## config.mk

```make
export PLATFORM = sky130hd
export DESIGN_NAME = dios_top
export DESIGN_NICKNAME = d
export VERILOG_FILES = /design/src/dios_pkg.sv /design/src/dios_top.sv
export VERILOG_INCLUDE_DIRS = /design/src /design/src/src
export SDC_FILE = /design/constraint.sdc
export NUM_CORES = 1
export LEC_CHECK = 0
export BUFFER_PORTS_ARGS = -buffer_cell sky130_fd_sc_hd__buf_2
export CORE_MARGIN = 2
export CORE_UTILIZATION = 45
export DETAILED_ROUTE_END_ITERATION = 10
export HOLD_SLACK_MARGIN = 0.05
export PLACE_DENSITY = 0.75
export SETUP_SLACK_MARGIN = 0.2
export SLEW_MARGIN = 20
export SYNTH_ARGS = -nofsm -noshare
export SYNTH_HDL_FRONTEND = slang
export SYNTH_SLANG_ARGS = --single-unit
```

## constraint.sdc

```tcl
create_clock -name clk_sys -period 4.3 [get_ports clk_sys]
set_input_delay 0.86 -clock clk_sys [delete_from_list [all_inputs] [get_ports clk_sys]]
set_output_delay 0.86 -clock clk_sys [all_outputs]
set_load 0.01 [all_outputs]
```

## src/dios_map.svh

```systemverilog
`ifndef DIOS_MAP_SVH
`define DIOS_MAP_SVH
// Register byte offsets
`define DIOS_CTRL_OFS 12'h000
`define DIOS_MBADDR_OFS 12'h004
`define DIOS_OUTBYTE_OFS 12'h008
`define DIOS_INBYTE_OFS 12'h00C
`define DIOS_STATUS_OFS 12'h010
// Control field positions
`define DIOS_CTRL_G2OUT_BIT 0
`define DIOS_CTRL_MODEA_LSB 1
`define DIOS_CTRL_MODEB_LSB 3
`define DIOS_CTRL_INVA_BIT 5
`define DIOS_CTRL_INVB_BIT 6
// Reset values
`define DIOS_CTRL_RST 32'h0000_0000
`define DIOS_MBADDR_RST 8'h01
// Output byte layout
`define DIOS_G1_LSB 0
`define DIOS_G2_LSB 2
// Bus responses
`define DIOS_RESP_OKAY 2'h0
`define DIOS_RESP_SLVERR 2'h2
// Timing, in milliseconds, and clock rate in kHz
`define DIOS_CLK_KHZ 10000
`define DIOS_FLASH_MS 250
`define DIOS_PULSE_MS 50
`define DIOS_ACT_MS 50
`define DIOS_FLASH_CYC (`DIOS_FLASH_MS * `DIOS_CLK_KHZ)
`define DIOS_PULSE_CYC (`DIOS_PULSE_MS * `DIOS_CLK_KHZ)
`define DIOS_ACT_CYC (`DIOS_ACT_MS * `DIOS_CLK_KHZ)
`endif

```

## src/dios_pkg.sv

```systemverilog
package dios_pkg;
  // Source of a group 1 output
  typedef enum logic [1:0] {
    DIOS_MODE_DIRECT,
    DIOS_MODE_PULSE,
    DIOS_MODE_CMP,
    DIOS_MODE_RSVD
  } dios_mode_t;
  typedef logic [23:0] dios_cnt_t;
endpackage

```

## src/dios_top.sv

```systemverilog
`timescale 1ns/1ns
// Notes on behaviour
// - Two fixed group 1 outputs and three group 2 pins usable either way.
// - Group 2 direction is one setting for all three pins.
// - Group 2 inputs appear in input byte bits 0 to 2.
// - With group 2 as outputs, output byte bits 0 to 4 drive outputs.
// - Each group 2 output follows its output byte bit; each group 1 output in direct mode follows it XORed with its inversion bit.
// - Output byte accepted from both serial and Ethernet fieldbus sides.
// - Group 1 output states shown on two display indicators.
// - Display indicator ignores the normally-open/closed inversion.
// - Each group 2 pin has its own status LED.
// - Each group 1 output may act as a pulse output.
// - Each group 1 output may carry a comparator result.
// - Green Ethernet LED steady while link is up, dark otherwise.
// - Yellow Ethernet LED blinks while traffic is seen on that port.
// - Ready LED flashes while initialising, steady when ready.
// - System fault LED on for configuration or system error.
// - Bus fault LED on without link, flashing without session, off in session.
// - Serial commands taken only when the frame address matches ours.
// - Group 2 input LED green while a signal is present.
// - Output LED red while the output is commanded active.
`include "dios_map.svh"
module dios_top
  import dios_pkg::*;
#(
  parameter int FLASH_CYC = `DIOS_FLASH_CYC,
  parameter int PULSE_CYC = `DIOS_PULSE_CYC,
  parameter int ACT_CYC = `DIOS_ACT_CYC
)(
  input wire logic clk_sys,
  input wire logic rst_n,
  input wire logic [11:0] s_axi_awaddr,
  input wire logic s_axi_awvalid,
  output logic s_axi_awready,
  input wire logic [31:0] s_axi_wdata,
  input wire logic [3:0] s_axi_wstrb,
  input wire logic s_axi_wvalid,
  output logic s_axi_wready,
  output logic [1:0] s_axi_bresp,
  output logic s_axi_bvalid,
  input wire logic s_axi_bready,
  input wire logic [11:0] s_axi_araddr,
  input wire logic s_axi_arvalid,
  output logic s_axi_arready,
  output logic [31:0] s_axi_rdata,
  output logic [1:0] s_axi_rresp,
  output logic s_axi_rvalid,
  input wire logic s_axi_rready,
  input wire logic [7:0] fbOutByte,
  input wire logic fbOutWe,
  input wire logic [7:0] mbOutByte,
  input wire logic [7:0] mbFrameAddr,
  input wire logic mbOutWe,
  output logic [7:0] fbInByte,
  input wire logic [1:0] pulseReq,
  input wire logic [1:0] cmpResult,
  output logic [1:0] g1PinOut,
  output logic group1_output_a_indicator,
  output logic group1_output_b_indicator,
  input wire logic [2:0] g2PinIn,
  output logic [2:0] g2PinOut,
  output logic [2:0] g2PinOe,
  output logic [2:0] g2LedGreen,
  output logic [2:0] g2LedRed,
  input wire logic [1:0] ethLink,
  input wire logic [1:0] ethActivity,
  output logic [1:0] ethLedGreen,
  output logic [1:0] ethLedYellow,
  input wire logic initDone,
  input wire logic cfgError,
  input wire logic sysError,
  input wire logic sessionActive,
  output logic readyLed,
  output logic system_fault_led,
  output logic bus_fault_led
);
  // Register file
  logic [31:0] ctrlReg;
  logic [7:0] mbAddrReg;
  logic [4:0] outByteReg;
  logic [4:0] outByteNext;
  // Bus slave state
  logic awHaveReg;
  logic wHaveReg;
  logic [11:0] awAddrReg;
  logic [31:0] wDataReg;
  logic [3:0] wStrbReg;
  // Synchronisers for pin inputs
  logic [2:0] g2Sync1Reg;
  logic [2:0] g2Sync2Reg;
  logic [1:0] linkSync1Reg;
  logic [1:0] linkSync2Reg;
  logic [1:0] actSync1Reg;
  logic [1:0] actSync2Reg;
  logic [1:0] actPrevReg;
  // Timers
  dios_cnt_t flashCntReg;
  logic flashPhaseReg;
  dios_cnt_t pulseCntReg [2];
  dios_cnt_t actCntReg [2];
  logic [1:0] g1State;

  // Control fields
  wire g2IsOut = ctrlReg[`DIOS_CTRL_G2OUT_BIT];
  wire dios_mode_t modeA = dios_mode_t'(ctrlReg[`DIOS_CTRL_MODEA_LSB +: 2]);
  wire dios_mode_t modeB = dios_mode_t'(ctrlReg[`DIOS_CTRL_MODEB_LSB +: 2]);
  wire [1:0] invert = {ctrlReg[`DIOS_CTRL_INVB_BIT], ctrlReg[`DIOS_CTRL_INVA_BIT]};

  // Write path decode
  wire doWrite = awHaveReg && wHaveReg && !s_axi_bvalid;
  wire wrCtrl = doWrite && (awAddrReg == `DIOS_CTRL_OFS);
  wire wrMbAddr = doWrite && (awAddrReg == `DIOS_MBADDR_OFS);
  wire wrHit = wrCtrl || wrMbAddr;
  wire [31:0] byteMask = {{8{wStrbReg[3]}}, {8{wStrbReg[2]}}, {8{wStrbReg[1]}}, {8{wStrbReg[0]}}};
  wire [31:0] ctrlWr = (ctrlReg & ~byteMask) | (wDataReg & byteMask);

  // Read path decode
  wire [31:0] statusWord = {19'h0, readyLed, system_fault_led, bus_fault_led,
                            ethLedYellow, ethLedGreen, g2LedRed, g2LedGreen};
  wire rdCtrl = (s_axi_araddr == `DIOS_CTRL_OFS);
  wire rdMbAddr = (s_axi_araddr == `DIOS_MBADDR_OFS);
  wire rdOut = (s_axi_araddr == `DIOS_OUTBYTE_OFS);
  wire rdIn = (s_axi_araddr == `DIOS_INBYTE_OFS);
  wire rdStat = (s_axi_araddr == `DIOS_STATUS_OFS);
  wire rdHit = rdCtrl || rdMbAddr || rdOut || rdIn || rdStat;
  wire [31:0] rdWord = rdCtrl ? ctrlReg :
                       rdMbAddr ? {24'h0, mbAddrReg} :
                       rdOut ? {27'h0, outByteReg} :
                       rdIn ? {24'h0, fbInByte} :
                       rdStat ? statusWord : 32'h0000_0000;

  // Write address and data channels, taken in either order
  always_ff @(posedge clk_sys or negedge rst_n)
  begin
    if (!rst_n)
    begin
      awHaveReg <= 1'b0;
      wHaveReg <= 1'b0;
      awAddrReg <= 12'h000;
      wDataReg <= 32'h0000_0000;
      wStrbReg <= 4'h0;
    end
    else
    begin
      if (s_axi_awvalid && s_axi_awready)
      begin
        awHaveReg <= 1'b1;
        awAddrReg <= {s_axi_awaddr[11:2], 2'b00};
      end
      else if (doWrite)
        awHaveReg <= 1'b0;
      if (s_axi_wvalid && s_axi_wready)
      begin
        wHaveReg <= 1'b1;
        wDataReg <= s_axi_wdata;
        wStrbReg <= s_axi_wstrb;
      end
      else if (doWrite)
        wHaveReg <= 1'b0;
    end
  end

  // Ready flags and write response
  always_ff @(posedge clk_sys or negedge rst_n)
  begin
    if (!rst_n)
    begin
      s_axi_awready <= 1'b0;
      s_axi_wready <= 1'b0;
      s_axi_bvalid <= 1'b0;
      s_axi_bresp <= `DIOS_RESP_OKAY;
    end
    else
    begin
      s_axi_awready <= !awHaveReg && !(s_axi_awvalid && s_axi_awready) && !s_axi_bvalid;
      s_axi_wready <= !wHaveReg && !(s_axi_wvalid && s_axi_wready) && !s_axi_bvalid;
      if (doWrite)
      begin
        s_axi_bvalid <= 1'b1;
        s_axi_bresp <= wrHit ? `DIOS_RESP_OKAY : `DIOS_RESP_SLVERR;
      end
      else if (s_axi_bready)
        s_axi_bvalid <= 1'b0;
    end
  end

  // Read channel
  always_ff @(posedge clk_sys or negedge rst_n)
  begin
    if (!rst_n)
    begin
      s_axi_arready <= 1'b0;
      s_axi_rvalid <= 1'b0;
      s_axi_rdata <= 32'h0000_0000;
      s_axi_rresp <= `DIOS_RESP_OKAY;
    end
    else
    begin
      s_axi_arready <= !s_axi_rvalid && !(s_axi_arvalid && s_axi_arready);
      if (s_axi_arvalid && s_axi_arready)
      begin
        s_axi_rvalid <= 1'b1;
        s_axi_rdata <= rdWord;
        s_axi_rresp <= rdHit ? `DIOS_RESP_OKAY : `DIOS_RESP_SLVERR;
      end
      else if (s_axi_rready)
        s_axi_rvalid <= 1'b0;
    end
  end

  // Configuration registers
  always_ff @(posedge clk_sys or negedge rst_n)
  begin
    if (!rst_n)
    begin
      ctrlReg <= `DIOS_CTRL_RST;
      mbAddrReg <= `DIOS_MBADDR_RST;
    end
    else
    begin
      if (wrCtrl)
        ctrlReg <= {25'h0, ctrlWr[6:0]};
      if (wrMbAddr && wStrbReg[0])
        mbAddrReg <= wDataReg[7:0];
    end
  end

  // Output byte source selection
  // own address only
  wire mbAccept = mbOutWe && (mbFrameAddr == mbAddrReg);
  wire [4:0] cmdByte = fbOutWe ? fbOutByte[4:0] : mbOutByte[4:0];
  wire cmdWe = fbOutWe || mbAccept;
  wire [4:0] cmdMasked = g2IsOut ? cmdByte : {3'b000, cmdByte[1:0]};
  always_comb
  begin
    outByteNext = outByteReg;
    if (cmdWe)
      outByteNext = cmdMasked;
    else if (!g2IsOut)
      outByteNext = {3'b000, outByteReg[1:0]};
  end

  // Output byte storage
  always_ff @(posedge clk_sys or negedge rst_n)
  begin
    if (!rst_n)
      outByteReg <= 5'h00;
    else
      outByteReg <= outByteNext;
  end

  // Pin input synchronisers
  always_ff @(posedge clk_sys or negedge rst_n)
  begin
    if (!rst_n)
    begin
      g2Sync1Reg <= 3'h0;
      g2Sync2Reg <= 3'h0;
      linkSync1Reg <= 2'h0;
      linkSync2Reg <= 2'h0;
      actSync1Reg <= 2'h0;
      actSync2Reg <= 2'h0;
      actPrevReg <= 2'h0;
    end
    else
    begin
      g2Sync1Reg <= g2PinIn;
      g2Sync2Reg <= g2Sync1Reg;
      linkSync1Reg <= ethLink;
      linkSync2Reg <= linkSync1Reg;
      actSync1Reg <= ethActivity;
      actSync2Reg <= actSync1Reg;
      actPrevReg <= actSync2Reg;
    end
  end

  // Shared flash phase for status LEDs
  wire flashWrap = (flashCntReg == dios_cnt_t'(FLASH_CYC - 1));
  always_ff @(posedge clk_sys or negedge rst_n)
  begin
    if (!rst_n)
    begin
      flashCntReg <= 24'h00_0000;
      flashPhaseReg <= 1'b0;
    end
    else
    begin
      flashCntReg <= flashWrap ? 24'h00_0000 : flashCntReg + 24'h00_0001;
      if (flashWrap)
        flashPhaseReg <= !flashPhaseReg;
    end
  end

  genvar gi;
  generate
    for (gi = 0; gi < 2; gi++)
    begin : g_port
      always_ff @(posedge clk_sys or negedge rst_n)
      begin
        if (!rst_n)
          pulseCntReg[gi] <= 24'h00_0000;
        else if (pulseReq[gi] && pulseCntReg[gi] == 24'h00_0000)
          pulseCntReg[gi] <= dios_cnt_t'(PULSE_CYC);
        else if (pulseCntReg[gi] != 24'h00_0000)
          pulseCntReg[gi] <= pulseCntReg[gi] - 24'h00_0001;
      end
      always_ff @(posedge clk_sys or negedge rst_n)
      begin
        if (!rst_n)
          actCntReg[gi] <= 24'h00_0000;
        else if (actSync2Reg[gi] != actPrevReg[gi] && actCntReg[gi] == 24'h00_0000)
          actCntReg[gi] <= dios_cnt_t'(2 * ACT_CYC);
        else if (actCntReg[gi] != 24'h00_0000)
          actCntReg[gi] <= actCntReg[gi] - 24'h00_0001;
      end
    end
  endgenerate

  // Group 1 output state by mode
  function automatic logic g1Select(input dios_mode_t mode, input logic direct,
                                    input logic pulse, input logic cmp);
    logic sel;
    sel = direct;
    unique case (mode)
      DIOS_MODE_DIRECT: sel = direct;
      DIOS_MODE_PULSE: sel = pulse;
      DIOS_MODE_CMP: sel = cmp;
      DIOS_MODE_RSVD: sel = direct;
    endcase
    return sel;
  endfunction
  assign g1State[0] = g1Select(modeA, outByteReg[`DIOS_G1_LSB],
                               pulseCntReg[0] != 24'h00_0000, cmpResult[0]);
  assign g1State[1] = g1Select(modeB, outByteReg[`DIOS_G1_LSB + 1],
                               pulseCntReg[1] != 24'h00_0000, cmpResult[1]);
  wire [2:0] g2Cmd = outByteReg[`DIOS_G2_LSB +: 3];

  // Pin drive and indicator outputs
  always_ff @(posedge clk_sys or negedge rst_n)
  begin
    if (!rst_n)
    begin
      g1PinOut <= 2'b00;
      group1_output_a_indicator <= 1'b0;
      group1_output_b_indicator <= 1'b0;
      g2PinOut <= 3'b000;
      g2PinOe <= 3'b000;
      g2LedGreen <= 3'b000;
      g2LedRed <= 3'b000;
      fbInByte <= 8'h00;
    end
    else
    begin
      g1PinOut <= g1State ^ invert;
      group1_output_a_indicator <= g1State[0];
      group1_output_b_indicator <= g1State[1];
      // bits 2 to 4 drive group 2
      g2PinOut <= g2IsOut ? g2Cmd : 3'b000;
      g2PinOe <= {3{g2IsOut}};
      g2LedGreen <= g2IsOut ? 3'b000 : g2Sync2Reg;
      g2LedRed <= g2IsOut ? g2Cmd : 3'b000;
      // inputs in bits 0 to 2
      fbInByte <= g2IsOut ? 8'h00 : {5'h00, g2Sync2Reg};
    end
  end
  // per-pin LEDs are g2LedGreen and g2LedRed above

  // Network and status LEDs
  always_ff @(posedge clk_sys or negedge rst_n)
  begin
    if (!rst_n)
    begin
      ethLedGreen <= 2'b00;
      ethLedYellow <= 2'b00;
      readyLed <= 1'b0;
      system_fault_led <= 1'b0;
      bus_fault_led <= 1'b1;
    end
    else
    begin
      ethLedGreen <= linkSync2Reg;
      ethLedYellow <= {actCntReg[1] > dios_cnt_t'(ACT_CYC), actCntReg[0] > dios_cnt_t'(ACT_CYC)};
      readyLed <= initDone ? 1'b1 : flashPhaseReg;
      system_fault_led <= cfgError || sysError;
      bus_fault_led <= !(|linkSync2Reg) ? 1'b1 : (sessionActive ? 1'b0 : flashPhaseReg);
    end
  end
endmodule

```

# After elaboration in Yosys (flattened, before gate mapping)
# Index checks and enable logic that the tools add are counted.
[op_classes]
n_addsub = 5
n_reduce_logical = 56
n_mux = 35
bitwise_logic = 5
multipliers = 0
magnitude_cmp = 2
div = 0
eq_ne = 16
shifts = 0
[op_table]
columns = ["operator", "n"]
rows = [
  ["two-way mux 24 bit", 9],
  ["logical NOT 24 bit", 4],
  ["nonzero test 24 bit", 4],
  ["subtractor 24 x 1 -> 24 bit, second input constant", 4],
  ["two-way mux 13 bit", 5],
  ["greater-than comparator 24 x 19 -> 1 bit, second input constant", 2],
  ["adder 24 x 1 -> 24 bit, second input constant", 1],
  ["== test 12 x 4 -> 1 bit, second input constant", 2],
  ["== test 24 x 22 -> 1 bit, second input constant", 1],
  ["logical NOT 12 bit", 2],
  ["two-way mux 5 bit", 4],
  ["logical AND 1 bit", 18],
  ["nonzero test 2 bit", 8],
  ["AND 7 bit", 2],
  ["== test 12 x 3 -> 1 bit, second input constant", 1],
  ["== test 12 x 5 -> 1 bit, second input constant", 1],
  ["== test 10 x 1 -> 1 bit, second input constant", 1],
  ["two-way mux 1 bit", 10],
  ["two-way mux 3 bit", 3],
  ["== test 2 bit, second input constant", 4],
  ["== test 8 bit", 1],
  ["logical NOT 1 bit", 8],
  ["logical OR 1 bit", 7],
  ["NOT 7 bit", 1],
  ["other kinds (9)", 16],
]
[totals]
word_cells = 161
ramBits = 0
out_inout_bits = 72
mem_count = 0
latch_bits = 0
reg_bits = 240
input_bits = 108
mem_bits_ro = 0

# Depth between registers and ports, before layout
[logic_depth]
word_depth = 6
ltp_mapped = 8
ltp_nobuf = 7

# Worst setup path after synthesis
# Ideal clock, no wire load.
[synth_path]
kind = "reg-to-reg"
start = "register actCntReg[0] (netlist bit)"
end = "register actCntReg[1] (netlist bit)"
path_stages_with_launch = 9
arrival_ps = 2568
setup_ps = 74
synth_period_minus_slack_ps = 2642
setup_slack_ps = 1658
n_path_buf = 1
required_ps = 4226
path_cell_list = "dfrtp_1 -> inv_1 -> ha_1 -> or3b_2 -> or4_1 -> or4_1 -> buf_2 -> or3_1 -> o21ai_2"
[synth_between]
elab_chain_cells = 3
word_cells_on_any_way = 7
cone_classes = "1 x add/sub; 2 x mux; 4 x reduce/logical"
[synth_rtl]
columns = ["item", "line", "text"]
rows = [
  ["start: declaration", "dios_top.sv:100", "dios_cnt_t actCntReg [2];"],
  ["start signal: indexed assignment", "dios_top.sv:312", "actCntReg[gi] <= dios_cnt_t'(2 * ACT_CYC);"],
  ["start signal: indexed assignment", "dios_top.sv:314", "actCntReg[gi] <= actCntReg[gi] - 24'h00_0001;"],
  ["subtractor 24 x 1 -> 24 bit / logical NOT 24 bit (equally long branches)", "dios_top.sv:314, dios_top.sv:311", ""],
  ["two-way mux 24 bit / logical AND 1 bit (equally long branches)", "dios_top.sv:313, dios_top.sv:311", ""],
  ["two-way mux 24 bit / nonzero test 2 bit (equally long branches)", "-", ""],
]
# Parallel ways exist; a longest one is shown, timed or not. The select of a mux whose other input is x is not followed.
# A chain may end at the register's enable or synchronous reset.

# Worst setup path after layout
[layout_path]
start = "register actCntReg[0] (netlist bit)"
end = "register actCntReg[9] (netlist bit)"
# Same word-level chain as after synthesis.

==> impl_results.md <==
- Ratio of cells with drive above 1 in the final layout: 21.6%
- Core area: 0.0218 mm2
- IO Port Bufs: 118
- Slew headroom: 29.0%
- CTS Buf Count: 24
- Sequential share of the synthesized area: 54.1%
- Die area: 0.0234 mm2
- Crit. End Element: flip-flop
- Number of synthesized flops with an enable pin: 0
- Antenna-violating nets left: 0
- Placed Cells: 1294
- Setup TNS: 0 ns
- Power Dens Cells: 493 mW/mm2
- Top fanout value on the critical path: 6
- Clk_skew: 0.0152 ns
- F_max: 339 MHz
- Die X: 153 um
- Top post-synthesis cells by area: dfrtp_1, xnor2_1, mux2_2, xor2_1, buf_4
- Via-per-instance ratio: 5.51
- Pint: 4.10 mW
- Clk network pwr share: 37.7%
- Filler cells: 1895
- Gr usage total: 18.6%
- Share of power burned in registers: 47.6%
- Multi-input logic area: 0.00429 mm2
- Status: finished, final reports clean
- Tcrit/Tclk final: 68.6%
- Clock sink total: 216
- Area leader, netlist: dfrtp_1
- Vias in the first global route: 7325
- Worst path bufs/invs: 1
- Synth Flop Type: dfrtp_1
- Antenna violations before repair: 0
- Std-Cell Rows: 54
- Cell Area, Synth: 0.0100 mm2
- Slowest stage cell, crit path: or4_1
- Worst path required time: 4.67 ns
- Ys async rst share: 100%
- Slew Limit Fails: 0
- Worst path max stage delay: 0.60 ns
- Area delta synth->final: 16.3%
- Yosys warns: 0
- Post-synth top area share: 53.5%
- Post-Synthesis Cells: 922
- Post-CTS Setup Bufs: 0
- Vias: 7369
- Commonest non-fill, non-tap cell in the layout: dfrtp_1
- Final setup vio count: 0
- First DRT Iteration DRCs: 423
- # diodes: 0
- Data arrival, critical path: 3.32 ns
- Final hold viol count: 0
- Hold Crit Class: input pin to async pin
- Non-Filler Instances: 1337
- Top Family by Delay on Critical Path: simple AND/OR/NAND/NOR gates
- Library cells used by synthesis: 61
- First-pass DRT Iterations: 5
- Most frequent cells in the layout: dfrtp_1, buf_2, nand2_1
- Critical Setup Path Class: flip-flop to flip-flop
- Final nets: 1160
- RSZ-0062 raised after global routing: no
- Placer Congestion: 0.827
- Grt total ovfl: 0
- Clock Latency Late Sink: 0.52 ns
- Critical path's most frequent cell: or4_1
- Post-CTS Hold Buffers: 0
- Root buf cell: clkbuf_16
- Yosys reg bits: 216
- Switch Pwr: 1.64 mW
- DR WL/cell: 16.5 um
- First-pass GRT wire length: 36300 um
- Resized cells post-CTS: 0
- Worst VDD drop: 0.279 mV
- Critical path, cell by cell: inv_1, ha_1, or3b_2, or4_1, or4_1, nor2_1, a211oi_1
- Clock transition at path regs: 0.06 ns
- Max cap viols: 0
- Worst-Margin Slew: 1.06 ns
- Logic gate share of total power: 14.7%
- Final min period: 2.95 ns
- Largest net degree at the start of global routing: 100
- Final WL: 22000 um
- Total leakage power: 5.24 nW
- DP HPWL: 15400 um
- Clk buf depth: 3
- # DRC: 0
- Io pins: 180
- CTS tree: built
- Initial Util: 45.8%
- FF+latch area: 0.00541 mm2
- Syn Area/Cell: 10.8 um2
- Worst Setup Start Kind: flip-flop
- H-tree levels: 1
- Sw Ratio: 28.6%
- Die H: 153 um
[final timing paths]
| kind | from | endpoint | slack (ns) | cells after the start |
|---|---|---|---|---|
| worst max-delay path | actCntReg[0] | actCntReg[9] | 1.35 | 7 |
| worst max register to register | actCntReg[0] | actCntReg[9] | 1.35 | 7 |
| max in group asynchronous | rst_n | mbAddrReg[0] | 3.02 | 2 |
| worst min-delay path | rst_n | pulseCntReg[16] | 0.35 | 1 |
| min in group clk_sys | linkSync1Reg[0] | linkSync2Reg[0] | 0.35 | 0 |
| worst min register to register | linkSync1Reg[0] | linkSync2Reg[0] | 0.35 | 0 |
[stage by stage]
step / hold WS (ns) / instance area [um2] / setup WS, ns / power (mW) / util [%]
detailed placement: 0.335 / 10800 / 1.35 / 3.60 / 49.4
global placement: 0.333 / 10800 / 1.46 / 3.55 / 49.3
finish: 0.347 / 11600 / 1.35 / 5.74 / 53.3
floorplan: 0.331 / 10100 / 1.66 / 3.27 / -
CTS: 0.348 / 11600 / 1.35 / 5.77 / 53.2
global route: 0.354 / 11600 / 1.19 / 6.01 / 53.3
[power by group through the flow]
stage	clock network (mW)	registers (mW)	logic (mW)
after global placement	0	2.73	0.814
after CTS	2.20	2.72	0.850
final	2.17	2.73	0.843
after floorplan	0	2.67	0.600
after detailed placement	0	2.75	0.849
after global routing	2.28	2.79	0.945
[metal layers]
layer  part of all wire [%]  global-route usage, %  routed length, um  vias to the layer above
met5                      0                      0                  0                        -
met1                     47                   26.8              10300                     3688
met3                    3.6                   2.75                789                       43
li1                       -                      -                  -                     3481
met2                     47                   29.5              10400                      157
met4                    2.5                   5.29                560                        0
[synth_stat cells, types with 14 or more instances]
cell type and n:
clkbuf_1 19, inv_1 24, mux2i_1 15, xnor2_1 48, dfrtp_1 214, a21oi_1 25, mux2_2 36, buf_4 34
nand2_1 66, o21ai_0 34, nand4_1 14, a211oi_1 15, nor2_1 62, xor2_1 38, nand3_1 35, or4_1 19
nor4_1 33, nor3_1 42, or3_1 21
[state kept, by name (all words and copies together), names as in the netlist, 3 cells and up, named ones only]
| signal | cells |
|---|---|
| actCntReg | 48 |
| pulseCntReg | 48 |
| flashCntReg | 24 |
| awAddrReg | 10 |
| outByteReg | 5 |
| mbAddrReg | 8 |
| g2Sync1Reg | 3 |
| wDataReg | 8 |
| g2LedRed | 3 |
| g2LedGreen | 3 |
| g2Sync2Reg | 3 |
| s_axi_rdata | 13 |
[final cells by class]
type / count / area share (%)
repair buffers: 124 / 5.55
clock inverters: 8 / 0.882
multi-input cells: 650 / 36.9
flip-flops and latches: 216 / 46.5
well taps: 280 / 3.01
clock buffers: 35 / 6.39
inverters: 24 / 0.774
[logic make-up after synthesis]
family,share of synthesized area (%)
buffers and inverters,4.35
DFF,54.1
muxes,5.55
other,0.0375
adders and majority gates,1.50
and+or+nand+nor,19.8
xor gates and xnor gates,7.53
AOI/OAI and AO/OA,7.12
[worst reg2reg max path, cell delays in order, from the launching register on]
cell and delay [ns]:
dfrtp_1 0.43, inv_1 0.10, ha_1 0.13, or3b_2 0.44, or4_1 0.60, or4_1 0.59
nor2_1 0.39, a211oi_1 0.11
Note: power is estimated with default switching activity, not from simulation.
